$ cat config.mk
export PLATFORM = sky130hd
export DESIGN_NAME = rtc_pin_block
export DESIGN_NICKNAME = d
export VERILOG_FILES = /design/src/rtc_pin_pkg.sv /design/src/rtc_pin_block.sv
export SDC_FILE = /design/constraint.sdc
export NUM_CORES = 1
export LEC_CHECK = 0
export ABC_AREA = 1
export BUFFER_PORTS_ARGS = -buffer_cell sky130_fd_sc_hd__buf_4
export CAP_MARGIN = 20
export CORE_MARGIN = 4
export CORE_UTILIZATION = 40
export CTS_CLUSTER_SIZE = 10
export DETAILED_ROUTE_END_ITERATION = 7
export GPL_TIMING_DRIVEN = 0
export PLACE_DENSITY = 0.59
export SLEW_MARGIN = 15
export SYNTH_ARGS = -nofsm -noshare
export SYNTH_HDL_FRONTEND = slang
export SYNTH_SLANG_ARGS = --single-unit
$ cat constraint.sdc
create_clock -name clk -period 1.6 [get_ports clk]
set_input_delay 0.08 -clock clk [delete_from_list [all_inputs] [get_ports clk]]
set_output_delay 0.08 -clock clk [all_outputs]
set_load 0.02 [all_outputs]
$ cat src/rtc_pin_pkg.sv
// Constants and types for the RTC supervisor, wave and serial pin block
// Notes on behaviour
// - Reset pin is driven low while the primary supply is below threshold.
// - After supply recovers, reset stays low for the release delay, then floats.
// - A pushbutton low on reset is debounced, then answered by a reset pulse.
// - Oscillator disabled lengthens the release delay by the oscillator startup time.
// - Square wave appears on the shared pin only while wave enable is one.
// - Wave rate is one of 32.768kHz, 8.192kHz, 4.096kHz or 1Hz.
// - Dedicated interrupt pin goes low only when interrupt output is enabled.
// - Wave and interrupt outputs keep working on primary or backup supply.
// - Serial data output is driven push-pull only during read mode.
// - Three-wire variant shares one push-pull data pin for both directions.
// - Serial access is blocked after supply recovery until reset goes high.
package rtc_pin_pkg;

  localparam int CLK_HZ        = 10_000_000;
  localparam int CYC_PER_MS    = CLK_HZ / 1000;
  localparam int RST_DELAY_MS  = 250;
  localparam int OSC_START_MS  = 1000;
  localparam int RST_DELAY_CYC = RST_DELAY_MS * CYC_PER_MS;
  localparam int OSC_START_CYC = OSC_START_MS * CYC_PER_MS;
  localparam int DLY_W         = 24;

  localparam int          DB_W           = 9;
  localparam logic [8:0]  DEBOUNCE_TICKS = 9'h148;

  localparam int          DIV_W       = 15;
  localparam logic [1:0]  RATE_32K    = 2'h0;
  localparam logic [1:0]  RATE_8K     = 2'h1;
  localparam logic [1:0]  RATE_4K     = 2'h2;
  localparam logic [1:0]  RATE_1HZ    = 2'h3;
  localparam int          DIV_BIT_8K  = 1;
  localparam int          DIV_BIT_4K  = 2;
  localparam int          DIV_BIT_1HZ = 14;

  localparam int SY_PWR   = 0;
  localparam int SY_RSTIN = 1;
  localparam int SY_OSC   = 2;
  localparam int SY_SCLK  = 3;
  localparam int SY_CSN   = 4;
  localparam int SY_CE    = 5;
  localparam int SY_DIN   = 6;
  localparam int SY_IOIN  = 7;
  localparam int SY_3W    = 8;
  localparam int SY_N     = 9;

  localparam int          ADDR_W      = 7;
  localparam int          WR_FLAG_BIT = 7;
  localparam logic [2:0]  LAST_BIT    = 3'h7;

  typedef enum logic [2:0] {
    SUP_FAIL, SUP_HOLD, SUP_RUN, SUP_DEBOUNCE, SUP_WAIT_REL
  } sup_state_t;

  typedef enum logic [1:0] {
    SER_IDLE, SER_ADDR, SER_WRITE, SER_READ
  } ser_state_t;

endpackage

$ cat src/rtc_pin_block.sv
// Supervisor reset, wave/interrupt pins and serial pin engine of the RTC
`timescale 1ns/10ps
module rtc_pin_block
  import rtc_pin_pkg::*;
#(
  parameter logic [DLY_W-1:0] RST_DELAY_CYCLES = DLY_W'(RST_DELAY_CYC),
  parameter logic [DLY_W-1:0] OSC_START_CYCLES = DLY_W'(OSC_START_CYC)
) (
  input  wire logic              clk,
  input  wire logic              resetn,
  input  wire logic              power_ok,
  input  wire logic              osc_disabled,
  input  wire logic              osc_clk,
  input  wire logic              rst_pin_in,
  output logic                   rst_pin_out,
  output logic                   rst_pin_oe,
  input  wire logic              wave_enable,
  input  wire logic [1:0]        wave_rate,
  input  wire logic              irq_enable,
  input  wire logic              irq_request,
  output logic                   wave_or_irq_out,
  output logic                   wave_or_irq_oe,
  output logic                   wave_out,
  output logic                   wave_oe,
  output logic                   irq_out_n,
  output logic                   irq_oe,
  input  wire logic              three_wire,
  input  wire logic              sclk,
  input  wire logic              cs_n,
  input  wire logic              ce,
  input  wire logic              din,
  output logic                   dout_out,
  output logic                   dout_oe,
  input  wire logic              io_in,
  output logic                   io_out,
  output logic                   io_oe,
  output logic [ADDR_W-1:0]      reg_addr,
  output logic [7:0]             wr_data,
  output logic                   wr_strobe,
  input  wire logic [7:0]        rd_data
);

  // Two-stage synchronisers for every pin input
  logic [SY_N-1:0] raw;
  logic [SY_N-1:0] meta_reg;
  logic [SY_N-1:0] sync_reg;

  assign raw = {three_wire, io_in, din, ce, cs_n, sclk, osc_clk, rst_pin_in, power_ok};

  genvar gi;
  generate
    for (gi = 0; gi < SY_N; gi++) begin : g_sync
      always_ff @(posedge clk) begin
        if (!resetn) begin
          meta_reg[gi] <= 1'b0;
          sync_reg[gi] <= 1'b0;
        end else begin
          meta_reg[gi] <= raw[gi];
          sync_reg[gi] <= meta_reg[gi];
        end
      end
    end
  endgenerate

  // Oscillator tick detection and divider
  logic              osc_q_reg, osc_q_next;
  logic [DIV_W-1:0]  div_reg, div_next;
  logic              osc_tick;

  always_comb begin
    osc_q_next = sync_reg[SY_OSC];
    osc_tick   = sync_reg[SY_OSC] & ~osc_q_reg;
    div_next   = osc_tick ? div_reg + DIV_W'(1) : div_reg;
  end

  always_ff @(posedge clk) begin
    if (!resetn) begin
      osc_q_reg <= 1'b0;
      div_reg   <= '0;
    end else begin
      osc_q_reg <= osc_q_next;
      div_reg   <= div_next;
    end
  end

  // Supervisor: power fail, release delay, pushbutton
  sup_state_t        sup_reg, sup_next;
  logic [DLY_W-1:0]  dly_reg, dly_next;
  logic [DB_W-1:0]   db_reg, db_next;
  logic              rst_oe_reg, rst_oe_next;
  logic              access_ok;
  logic [DLY_W-1:0]  hold_len;

  always_comb begin
    hold_len = osc_disabled ? RST_DELAY_CYCLES + OSC_START_CYCLES
                            : RST_DELAY_CYCLES;
    sup_next = sup_reg;
    dly_next = dly_reg;
    db_next  = db_reg;
    if (!sync_reg[SY_PWR]) begin
      sup_next = SUP_FAIL;
    end else begin
      unique case (sup_reg)
        SUP_FAIL: begin
          sup_next = SUP_HOLD;
          dly_next = hold_len;
        end
        SUP_HOLD: begin
          if (dly_reg <= DLY_W'(1)) begin
            sup_next = SUP_WAIT_REL;
          end else begin
            dly_next = dly_reg - DLY_W'(1);
          end
        end
        SUP_WAIT_REL: begin
          // Pin must read high again before the button is re-armed
          if (sync_reg[SY_RSTIN]) begin
            sup_next = SUP_RUN;
          end
        end
        SUP_RUN: begin
          if (!sync_reg[SY_RSTIN]) begin
            sup_next = SUP_DEBOUNCE;
            db_next  = '0;
          end
        end
        SUP_DEBOUNCE: begin
          if (sync_reg[SY_RSTIN]) begin
            sup_next = SUP_RUN;
          end else if (db_reg == DEBOUNCE_TICKS) begin
            sup_next = SUP_HOLD;
            dly_next = hold_len;
          end else if (osc_tick) begin
            db_next = db_reg + DB_W'(1);
          end
        end
      endcase
    end
    rst_oe_next = (sup_next == SUP_FAIL) || (sup_next == SUP_HOLD);
  end

  assign access_ok = (sup_reg == SUP_RUN) || (sup_reg == SUP_DEBOUNCE);

  always_ff @(posedge clk) begin
    if (!resetn) begin
      sup_reg    <= SUP_FAIL;
      dly_reg    <= '0;
      db_reg     <= '0;
      rst_oe_reg <= 1'b1;
    end else begin
      sup_reg    <= sup_next;
      dly_reg    <= dly_next;
      db_reg     <= db_next;
      rst_oe_reg <= rst_oe_next;
    end
  end

  // Square wave and interrupt pins, independent of supply state
  logic wave_lvl;
  logic irq_act;
  logic wave_oe_reg, wave_oe_next;
  logic shared_oe_reg, shared_oe_next;
  logic irq_oe_reg, irq_oe_next;

  always_comb begin
    unique case (wave_rate)
      RATE_32K: wave_lvl = osc_q_reg;
      RATE_8K:  wave_lvl = div_reg[DIV_BIT_8K];
      RATE_4K:  wave_lvl = div_reg[DIV_BIT_4K];
      RATE_1HZ: wave_lvl = div_reg[DIV_BIT_1HZ];
    endcase
    irq_act        = irq_enable & irq_request;
    wave_oe_next   = wave_enable & ~wave_lvl;
    shared_oe_next = wave_enable ? ~wave_lvl : irq_act;
    irq_oe_next    = irq_act;
  end

  always_ff @(posedge clk) begin
    if (!resetn) begin
      wave_oe_reg   <= 1'b0;
      shared_oe_reg <= 1'b0;
      irq_oe_reg    <= 1'b0;
    end else begin
      wave_oe_reg   <= wave_oe_next;
      shared_oe_reg <= shared_oe_next;
      irq_oe_reg    <= irq_oe_next;
    end
  end

  // Serial engine: sample on falling SCLK, shift out on rising SCLK
  ser_state_t        ser_reg, ser_next;
  logic              sclk_q_reg, sclk_q_next;
  logic [2:0]        bit_reg, bit_next;
  logic [7:0]        in_sh_reg, in_sh_next;
  logic [7:0]        out_sh_reg, out_sh_next;
  logic [ADDR_W-1:0] addr_reg, addr_next;
  logic [7:0]        wdat_reg, wdat_next;
  logic              wstb_reg, wstb_next;
  logic              sel;
  logic              sdi;
  logic              s_rise;
  logic              s_fall;
  logic [7:0]        shifted;

  always_comb begin
    sel     = sync_reg[SY_3W] ? sync_reg[SY_CE] : ~sync_reg[SY_CSN];
    sdi     = sync_reg[SY_3W] ? sync_reg[SY_IOIN] : sync_reg[SY_DIN];
    s_rise  = sync_reg[SY_SCLK] & ~sclk_q_reg;
    s_fall  = ~sync_reg[SY_SCLK] & sclk_q_reg;
    shifted = {in_sh_reg[6:0], sdi};
    sclk_q_next = sync_reg[SY_SCLK];
    ser_next    = ser_reg;
    bit_next    = bit_reg;
    in_sh_next  = in_sh_reg;
    out_sh_next = out_sh_reg;
    addr_next   = addr_reg;
    wdat_next   = wdat_reg;
    wstb_next   = 1'b0;
    if (!sel || !access_ok) begin
      ser_next = SER_IDLE;
      bit_next = '0;
    end else begin
      unique case (ser_reg)
        SER_IDLE: ser_next = SER_ADDR;
        SER_ADDR: begin
          if (s_fall) begin
            in_sh_next = shifted;
            bit_next   = bit_reg + 3'h1;
            if (bit_reg == LAST_BIT) begin
              addr_next = shifted[ADDR_W-1:0];
              ser_next  = shifted[WR_FLAG_BIT] ? SER_WRITE : SER_READ;
            end
          end
        end
        SER_WRITE: begin
          if (s_fall) begin
            in_sh_next = shifted;
            bit_next   = bit_reg + 3'h1;
            if (bit_reg == LAST_BIT) begin
              wdat_next = shifted;
              wstb_next = 1'b1;
            end
          end
          if (wstb_reg) begin
            addr_next = addr_reg + ADDR_W'(1);
          end
        end
        SER_READ: begin
          if (s_rise) begin
            out_sh_next = (bit_reg == 3'h0) ? rd_data
                                            : {out_sh_reg[6:0], 1'b0};
          end
          if (s_fall) begin
            bit_next = bit_reg + 3'h1;
            if (bit_reg == LAST_BIT) begin
              addr_next = addr_reg + ADDR_W'(1);
            end
          end
        end
      endcase
    end
  end

  always_ff @(posedge clk) begin
    if (!resetn) begin
      ser_reg    <= SER_IDLE;
      sclk_q_reg <= 1'b0;
      bit_reg    <= '0;
      in_sh_reg  <= '0;
      out_sh_reg <= '0;
      addr_reg   <= '0;
      wdat_reg   <= '0;
      wstb_reg   <= 1'b0;
    end else begin
      ser_reg    <= ser_next;
      sclk_q_reg <= sclk_q_next;
      bit_reg    <= bit_next;
      in_sh_reg  <= in_sh_next;
      out_sh_reg <= out_sh_next;
      addr_reg   <= addr_next;
      wdat_reg   <= wdat_next;
      wstb_reg   <= wstb_next;
    end
  end

  // Pin drivers, all from flip-flops
  logic rd_mode;
  logic dout_oe_reg, io_oe_reg;

  assign rd_mode = (ser_reg == SER_READ);

  always_ff @(posedge clk) begin
    if (!resetn) begin
      dout_oe_reg <= 1'b0;
      io_oe_reg   <= 1'b0;
    end else begin
      dout_oe_reg <= rd_mode & ~sync_reg[SY_3W];
      io_oe_reg   <= rd_mode & sync_reg[SY_3W];
    end
  end

  assign rst_pin_out     = 1'b0;
  assign rst_pin_oe      = rst_oe_reg;
  assign wave_or_irq_out = 1'b0;
  assign wave_or_irq_oe  = shared_oe_reg;
  assign wave_out        = 1'b0;
  assign wave_oe         = wave_oe_reg;
  assign irq_out_n       = 1'b0;
  assign irq_oe          = irq_oe_reg;
  assign dout_out        = out_sh_reg[7];
  assign dout_oe         = dout_oe_reg;
  assign io_out          = out_sh_reg[7];
  assign io_oe           = io_oe_reg;
  assign reg_addr        = addr_reg;
  assign wr_data         = wdat_reg;
  assign wr_strobe       = wstb_reg;

endmodule

==> impl_metrics.sql, run 1 <==
INSERT INTO impl_metrics (metric_group, metric, value, unit) VALUES
('placement', 'place_area', '6110', 'µm²'),
('setup_path', 'critical-path-top-cell-by-count', 'sky130_fd_sc_hd__nor2_4', ''),
('min_path', 'holdCritPathClass', 'primary input to flip-flop', ''),
('final_layout', 'final_core_utilization', '0.591', ''),
('grt', 'antenna_violations_before_repair', '0', ''),
('placement', 'final_weighted_congestion_in_routability_driven_placement', '0.894', ''),
('grt', 'globalRouteMet1Util', '0.218', ''),
('synth', 'ys_dominant_reg_cell', 'sky130_fd_sc_hd__dfxtp_1', ''),
('clocking', 'clk-insertion-delay-late', '0.42', 'ns'),
('setup_path', 'crit_family', 'simple AND/OR/NAND/NOR gates', ''),
('run_status', 'violations', 'setup timing', ''),
('setup_path', 'top_fanout_value_on_the_critical_path', '5', ''),
('setup_path', 'timing.setup.critical_path_class', 'flip-flop to flip-flop', ''),
('die', 'core_area', '13300', 'µm²'),
('final_layout', 'layout-drive-gt1-share', '0.305', ''),
('grt', 'overflow', '0', ''),
('sta', 'final_min_period_over_clock_period', '1.04', ''),
('synth', 'yosys.cell_types.count', '39', ''),
('clocking', 'cts_root_buffer', 'sky130_fd_sc_hd__clkbuf_16', ''),
('sta', 'setup_slack', '-0.0717', 'ns'),
('clocking', 'tritoncts_clock_tree', 'done', ''),
('setup_path', 'setup.reg_to_reg.worst_slack', '-0.07', 'ns'),
('synth', 'syn-instance-count', '803', ''),
('final_layout', 'areaGrowthSynthToFinish', '43.1', '%'),
('grt', 'grt_pass1_wl', '23.5', 'mm'),
('setup_path', 'setup.worst_path.end_class', 'flip-flop', ''),
('sta', 'hold_viol', '0', ''),
('sta', 'final.setup_skew', '0.0151', 'ns'),
('clocking', 'cts_buffers', '17', ''),
('grt', 'grt_pass1_vias', '5070', ''),
('synth', 'post_synth_instance_area', '5510', 'µm²'),
('clocking', 'cts_max_level', '4', ''),
('sta', 'max_slew.worst_pin.slew', '0.817', 'ns'),
('routing', 'total_iterations_of_the_first_detailed_routing_run', '5', ''),
('sta', 'timing_max_transition_violations_final', '0', ''),
('run_status', 'outcome', 'finished with violations', ''),
('min_path', 'hold_end', 'wave_or_irq_oe', ''),
('placement', 'dp_worst_setup_slack', '-0.323', 'ns'),
('setup_path', 'series_of_cell_instances_along_the_critical_path', 'inv_4, ha_4, nand2_2, nor2_4, a21oi_4, nor2_4, buf_4, buf_6, nand3_4, o21bai_1, nor2_1', ''),
('synth', 'yosys.area.top_type', 'sky130_fd_sc_hd__dfxtp_1', ''),
('setup_path', 'worstSetupStartpointType', 'flip-flop', ''),
('synth', 'synthDominantCellAreaShare', '0.410', ''),
('placement', 'place.detailed.hpwl', '9.94', 'mm'),
('placement', 'port_buffers', '47', ''),
('sta', 'final_period_minus_worst_setup_slack', '1.67', 'ns'),
('synth', 'synth_top_cells_by_area', 'sky130_fd_sc_hd__dfxtp_1, sky130_fd_sc_hd__nand2_1, sky130_fd_sc_hd__nor2_1', ''),
('grt', 'gr-usage-all-layers', '0.182', ''),
('sta', 'timing.slew.headroom', '0.455', ''),
('synth', 'async_reset_ff_frac', '0', ''),
('die', 'row_count', '42', ''),
('die', 'initial_utilization', '0.413', ''),
('min_path', 'startpoint_of_the_most_critical_hold_path', 'irq_enable', ''),
('job', 'max_cap_viols', '0', ''),
('routing', 'via_per_inst', '4.94', ''),
('final_layout', 'insertedDiodeCount', '0', ''),
('routing', 'wl_per_cell', '13.5', 'µm'),
('grt', 'globalRouteMet3Util', '0.0529', ''),
('min_path', 'min_path_cells', '3', ''),
('sta', 'hold-worst-slack', '0.0120', 'ns'),
('final_layout', 'largest_register_ffs', '24', ''),
('synth', 'postSynthAreaPerCell', '6.86', 'µm²'),
('die', 'fp.dieArea', '15700', 'µm²'),
('synth', 'ys_warns', '0', ''),
('clocking', 'cts.sinks', '113', ''),
('routing', 'drt.antenna.violating_nets', '0', ''),
('power_and_ir_drop', 'power_leakage', '3.45', 'nW'),
('synth', 'synth_enable_flop_cells', '0', ''),
('setup_path', 'critical_path_buf_inv_count', '3', ''),
('die', 'io_pins', '53', ''),
('sta', 'setup_viol_count_final', '11', ''),
('die', 'chipWidth', '125', 'µm');
worst min-delay path, cell delays in order:
cell and delay [ns]:
sky130_fd_sc_hd__buf_4 0.11, sky130_fd_sc_hd__nand3_1 0.10, sky130_fd_sc_hd__o22ai_1 0.08
kinds of logic after synthesis:
kind of cell	after synthesis	synth area share
AND/OR/NAND/NOR	381	0.291
buffers and inverters	134	0.101
other	1	0.000680
XOR/XNOR	16	0.0254
AO/OA/AOI/OAI	142	0.137
adder cells (fa/ha/maj)	13	0.0295
flip-flops	113	0.410
multiplexers	3	0.00590
synth_stat cells (all sizes together) (3+ instances only):
cell type and count:
a21oi 67, a31oi 10, buf 12, clkbuf 14, dfxtp 113, ha 13, inv 107, nand2 191
nand3 45, nand4 12, nor2 116, nor3 10, o21ai 54, o21bai 3, or2 3, xor2 16
through the flow:
step | power (mW) | setup TNS (ns) | std cells
after detailed placement | 3.51 | -10.08 | 1029
after global placement | 3.50 | -9.40 | 1029
after CTS | 7.09 | -0.0346 | 1100
after global routing | 7.43 | -2.13 | 1123
final | 7.18 | -0.258 | 1123
after floorplan | 3.34 | 0 | 806
report_power, final:
part	internal (mW)	switching, mW	leakage [nW]	total (mW)
Combinational	0.318	0.444	2.25	0.762
Clock	2.19	1.31	0.268	3.50
Sequential	2.87	0.0454	0.930	2.91
how the worst max path moves through the flow:
stage	cells after the start	to	start	slack (ns)
floorplan	11	dly_reg[17]	dly_reg[0]	0.003
global placement	8	dly_reg[10]	sup_reg[1]	-0.32
detailed placement	8	dly_reg[17]	sup_reg[1]	-0.32
CTS	11	dly_reg[17]	dly_reg[1]	-0.01
global route	11	dly_reg[16]	db_reg[0]	-0.21
finish	11	dly_reg[16]	db_reg[0]	-0.07
routing by layer:
| metal | wire length, µm | vias up |
|---|---|---|
| met5 | 0 | - |
| met4 | 204 | 0 |
| met3 | 712 | 24 |
| met2 | 7570 | 113 |
| met1 | 6650 | 2568 |
| li1 | - | 2838 |
placed cells by master (no fill, tap or decap), types with 16 or more instances in the layout:
master,synthesis,routed
sky130_fd_sc_hd__nor2_1,114,83
sky130_fd_sc_hd__dfxtp_2,0,24
sky130_fd_sc_hd__nand2_2,1,24
sky130_fd_sc_hd__xor2_1,16,16
sky130_fd_sc_hd__dlygate4sd3_1,0,20
sky130_fd_sc_hd__nor2_4,2,17
sky130_fd_sc_hd__inv_1,102,87
sky130_fd_sc_hd__buf_4,9,88
sky130_fd_sc_hd__o21ai_0,54,44
sky130_fd_sc_hd__dfxtp_1,113,87
sky130_fd_sc_hd__nand3_1,43,40
sky130_fd_sc_hd__a21oi_1,66,50
sky130_fd_sc_hd__clkbuf_16,0,19
sky130_fd_sc_hd__nor2_2,0,16
sky130_fd_sc_hd__nand2_1,189,157
cell type report:
type	instances	area (µm²)
buffer	24	165
clock buffer	21	460
clock inverter	10	87.6
fill	1211	5460
inverter	108	433
multi-input combinational	559	3260
sequential	113	2300
tap	176	220
timing repair buffer	111	957
timing repair inverter	1	5.00
what timing repair did:
action                                  in CTS  in global routing
pin swaps                                   10                 46
hold endpoints to repair                    20                  0
buffers inserted                            20                 21
gates cloned                                 1                  3
gates resized for setup                     64                152
hold buffers                                20                  0
endpoints found under the setup margin      66                 69
(Power assumes the default switching activity.)
==> inputs of run 2 (changes only) <==
--- a/config.mk
+++ b/config.mk
@@ -7,9 +7,9 @@
 export LEC_CHECK = 0
 export ABC_AREA = 1
 export BUFFER_PORTS_ARGS = -buffer_cell sky130_fd_sc_hd__buf_4
-export CAP_MARGIN = 20
 export CORE_MARGIN = 4
 export CORE_UTILIZATION = 40
+export CTS_BUF_LIST = sky130_fd_sc_hd__clkbuf_4 sky130_fd_sc_hd__clkbuf_8 sky130_fd_sc_hd__clkbuf_16
 export CTS_CLUSTER_SIZE = 10
 export DETAILED_ROUTE_END_ITERATION = 7
 export GPL_TIMING_DRIVEN = 0
==> run 2 against run 1 <==
Compared with the run above: the run still ends with setup timing left; count of clock-buffer cells in the layout stayed put; sequential share of layout area barely moved; setup slack gained 0.032 ns; flip-flop and latch count did not move; register-to-register slack improved by 0.03 ns; non-clock buffer count grew 1; critical path depth is 2 lower; via count rose by 0.45%; power rose by 0.20%.
==> impl_metrics.sql, run 2 (synthesized netlist as in run 1, its figures left out) <==
INSERT INTO impl_metrics (metric_group, metric, value, unit) VALUES
('run_status', 'outcome', 'finished with violations', ''),
('run_status', 'violations', 'setup timing', ''),
('setup_path', 'timing.setup.critical_path_class', 'flip-flop to flip-flop', ''),
('grt', 'antenna_violations_before_repair', '0', ''),
('sta', 'setup_total_negative_slack', '-0.268', 'ns'),
('routing', 'total_iterations_of_the_first_detailed_routing_run', '5', ''),
('setup_path', 'crit_path_start', 'dly_reg[6]', ''),
('sta', 'timing.fmax', '610', 'MHz'),
('min_path', 'min_path_cells', '3', ''),
('final_layout', 'layout_commonest_cell', 'sky130_fd_sc_hd__nand2_1', ''),
('routing', 'routed_wirelength', '15.2', 'mm'),
('die', 'row_count', '42', ''),
('grt', 'gr-usage-all-layers', '0.181', ''),
('die', 'core_area', '13300', 'µm²'),
('final_layout', 'largest_register_ffs', '24', ''),
('clocking', 'tritoncts_clock_tree', 'done', ''),
('setup_path', 'worst_path_largest_cell_delay', '0.35', 'ns'),
('clocking', 'cts_max_level', '4', ''),
('clocking', 'cts.sinks', '113', ''),
('power_and_ir_drop', 'combinational_group_share_of_total_power', '0.103', ''),
('power_and_ir_drop', 'pwr-share-seq', '0.405', ''),
('placement', 'final_weighted_congestion_in_routability_driven_placement', '0.894', ''),
('power_and_ir_drop', 'power_report.internal_total', '5.40', 'mW'),
('sta', 'setup_viol_count_final', '11', ''),
('clocking', 'cts_root_buffer', 'sky130_fd_sc_hd__clkbuf_16', ''),
('setup_path', 'reg2regPathDepth', '9', ''),
('sta', 'hold-worst-slack', '0.0119', 'ns'),
('setup_path', 'worstPathArrival', '1.90', 'ns'),
('setup_path', 'timing.rr.start', 'dly_reg[6]', ''),
('routing', 'wl_per_cell', '13.5', 'µm'),
('final_layout', 'stdcell_count', '1124', ''),
('sta', 'final_min_period_over_clock_period', '1.02', ''),
('routing', 'detailroute.via_count', '5568', ''),
('grt', 'overflow', '0', ''),
('clocking', 'maximum_number_of_buffers_from_clock_root_to_sink', '2', ''),
('die', 'io_pins', '53', ''),
('routing', 'drt_iter0_markers', '409', ''),
('power_and_ir_drop', 'switching_share', '0.249', ''),
('clocking', 'clkSlewWorstSetupHoldPaths', '0.05', 'ns'),
('final_layout', 'areaGrowthSynthToFinish', '43.0', '%'),
('placement', 'dp_worst_setup_slack', '-0.323', 'ns'),
('grt', 'grt_start_max_net_pins', '17', ''),
('power_and_ir_drop', 'power.ir.vdd_worst', '0.000694', 'V'),
('routing', 'drcViolationCount', '0', ''),
('final_layout', 'layout-drive-gt1-share', '0.310', ''),
('power_and_ir_drop', 'pwr_cell_area', '912', 'nW/µm²'),
('power_and_ir_drop', 'power_leakage', '3.46', 'nW'),
('grt', 'grt_pass1_wl', '23.4', 'mm'),
('placement', 'port_buffers', '47', ''),
('sta', 'max_slew.worst_pin.slew', '0.831', 'ns'),
('min_path', 'holdCritPathClass', 'primary input to flip-flop', ''),
('final_layout', 'layout_net_count', '974', ''),
('setup_path', 'worstSetupEndpoint', 'dly_reg[18]', ''),
('grt', 'grt_pass1_vias', '5063', ''),
('setup_path', 'critical_path.slowest_cell', 'sky130_fd_sc_hd__dfxtp_1', ''),
('sta', 'rsz0062_at_grt', 'yes', ''),
('clocking', 'clk-insertion-delay-late', '0.42', 'ns'),
('setup_path', 'worstSetupStartpointType', 'flip-flop', ''),
('setup_path', 'critical-path-top-cell-by-count', 'sky130_fd_sc_hd__nand2_2', ''),
('final_layout', 'insertedDiodeCount', '0', ''),
('die', 'initial_utilization', '0.413', ''),
('sta', 'hold_viol', '0', ''),
('placement', 'place.detailed.hpwl', '9.94', 'mm'),
('sta', 'final_period_minus_worst_setup_slack', '1.64', 'ns'),
('sta', 'final.setup_skew', '0.00919', 'ns'),
('die', 'chipWidth', '125', 'µm'),
('sta', 'timing_max_transition_violations_final', '0', ''),
('setup_path', 'top_fanout_value_on_the_critical_path', '7', ''),
('placement', 'placedCellCount', '1029', ''),
('die', 'dieHeight', '125', 'µm'),
('routing', 'via_per_inst', '4.95', ''),
('setup_path', 'setup.reg_to_reg.worst_slack', '-0.04', 'ns'),
('setup_path', 'setup.worst_path.end_class', 'flip-flop', ''),
('power_and_ir_drop', 'switching_power', '1.79', 'mW'),
('clocking', 'cts_buffers', '17', ''),
('power_and_ir_drop', 'clockPowerShare', '0.492', ''),
('setup_path', 'series_of_cell_instances_along_the_critical_path', 'nor2_1, nand2_2, a21oi_4, nand3_4, nand2_8, clkinv_8, clkbuf_16, nand2_2, a21oi_1', ''),
('die', 'fp.dieArea', '15700', 'µm²'),
('setup_path', 'endpoint_of_the_most_critical_register_to_register_path', 'dly_reg[18]', ''),
('sta', 'timing.slew.headroom', '0.446', ''),
('sta', 'setup_slack', '-0.0396', 'ns'),
('routing', 'drt.antenna.violating_nets', '0', ''),
('setup_path', 'critPathRequiredTime', '1.86', 'ns'),
('job', 'max_cap_viols', '0', ''),
('final_layout', 'mostFrequentLayoutCells', 'sky130_fd_sc_hd__nand2_1, sky130_fd_sc_hd__dfxtp_1, sky130_fd_sc_hd__buf_4', '');
## run 2: cell count changes in the layout (fill, tap and decap cells not counted), moves of 2 or more
| cell | delta |
|---|---|
| sky130_fd_sc_hd__clkbuf_1 | -2 |
| sky130_fd_sc_hd__clkbuf_4 | +2 |
| sky130_fd_sc_hd__dfxtp_1 | +2 |
| sky130_fd_sc_hd__dfxtp_2 | -2 |
| sky130_fd_sc_hd__inv_2 | +2 |
| sky130_fd_sc_hd__nand2_2 | +2 |
| sky130_fd_sc_hd__nand3_2 | +2 |
## run 2: through the flow
stage	util	power, mW	instance area, µm²
after floorplan	-	3.34	5530
after global placement	0.458	3.50	6110
after detailed placement	0.458	3.51	6110
after CTS	0.540	7.12	7210
after global routing	0.591	7.46	7880
final	0.591	7.19	7880
## run 2: worst max-delay path: cells and delay by family (launching register included)
| family | cells | cell delay (ns) |
|---|---|---|
| buf+inv | 2 | 0.25 |
| compound gates | 2 | 0.21 |
| flops | 1 | 0.35 |
| simple gates | 5 | 0.67 |
## run 2: worst min-delay path by stage
stage | from | end | slack, ns
after global placement | rst_pin_in | meta_reg[1] | 0.26
after CTS | irq_enable | wave_or_irq_oe | 0.004
final | irq_enable | wave_or_irq_oe | 0.01
after floorplan | power_ok | meta_reg[0] | 0.18
after global routing | irq_enable | wave_or_irq_oe | 0.03
after detailed placement | io_in | meta_reg[7] | 0.27
## run 2: layout make-up
cell class / count / area [µm²]
fillers: 1204 / 5470
multi-input cells: 559 / 3250
flip-flops and latches: 113 / 2300
repair buffers: 112 / 962
clock buffers: 21 / 468
inverters: 108 / 430
well taps: 176 / 220
plain buffers: 24 / 165
clock inverters: 10 / 87.6
repair inverters: 1 / 5.00
## run 2: per-layer routing
layer | part of all wire | vias to the layer above | GRT usage
li1 | - | 2829 | -
met1 | 0.44 | 2587 | 0.217
met2 | 0.49 | 125 | 0.310
met3 | 0.047 | 27 | 0.0537
met4 | 0.016 | 0 | 0.0619
met5 | 0 | - | 0
## run 2: power by group through the flow
stage | sequential [mW] | clock (mW) | combinational [mW]
after floorplan | 2.96 | 0 | 0.377
after global placement | 2.96 | 0 | 0.540
after detailed placement | 2.96 | 0 | 0.544
after CTS | 2.90 | 3.60 | 0.618
after global routing | 2.92 | 3.72 | 0.819
final | 2.91 | 3.53 | 0.744
## run 2: what timing repair did
item | 4_1_cts | 5_1_grt
buffers inserted | 20 | 21
hold buffers | 20 | 0
pin swaps | 10 | 44
setup endpoints to repair | 65 | 69
gates cloned | 1 | 4
hold endpoints to repair | 20 | 0
gates resized for setup | 62 | 152
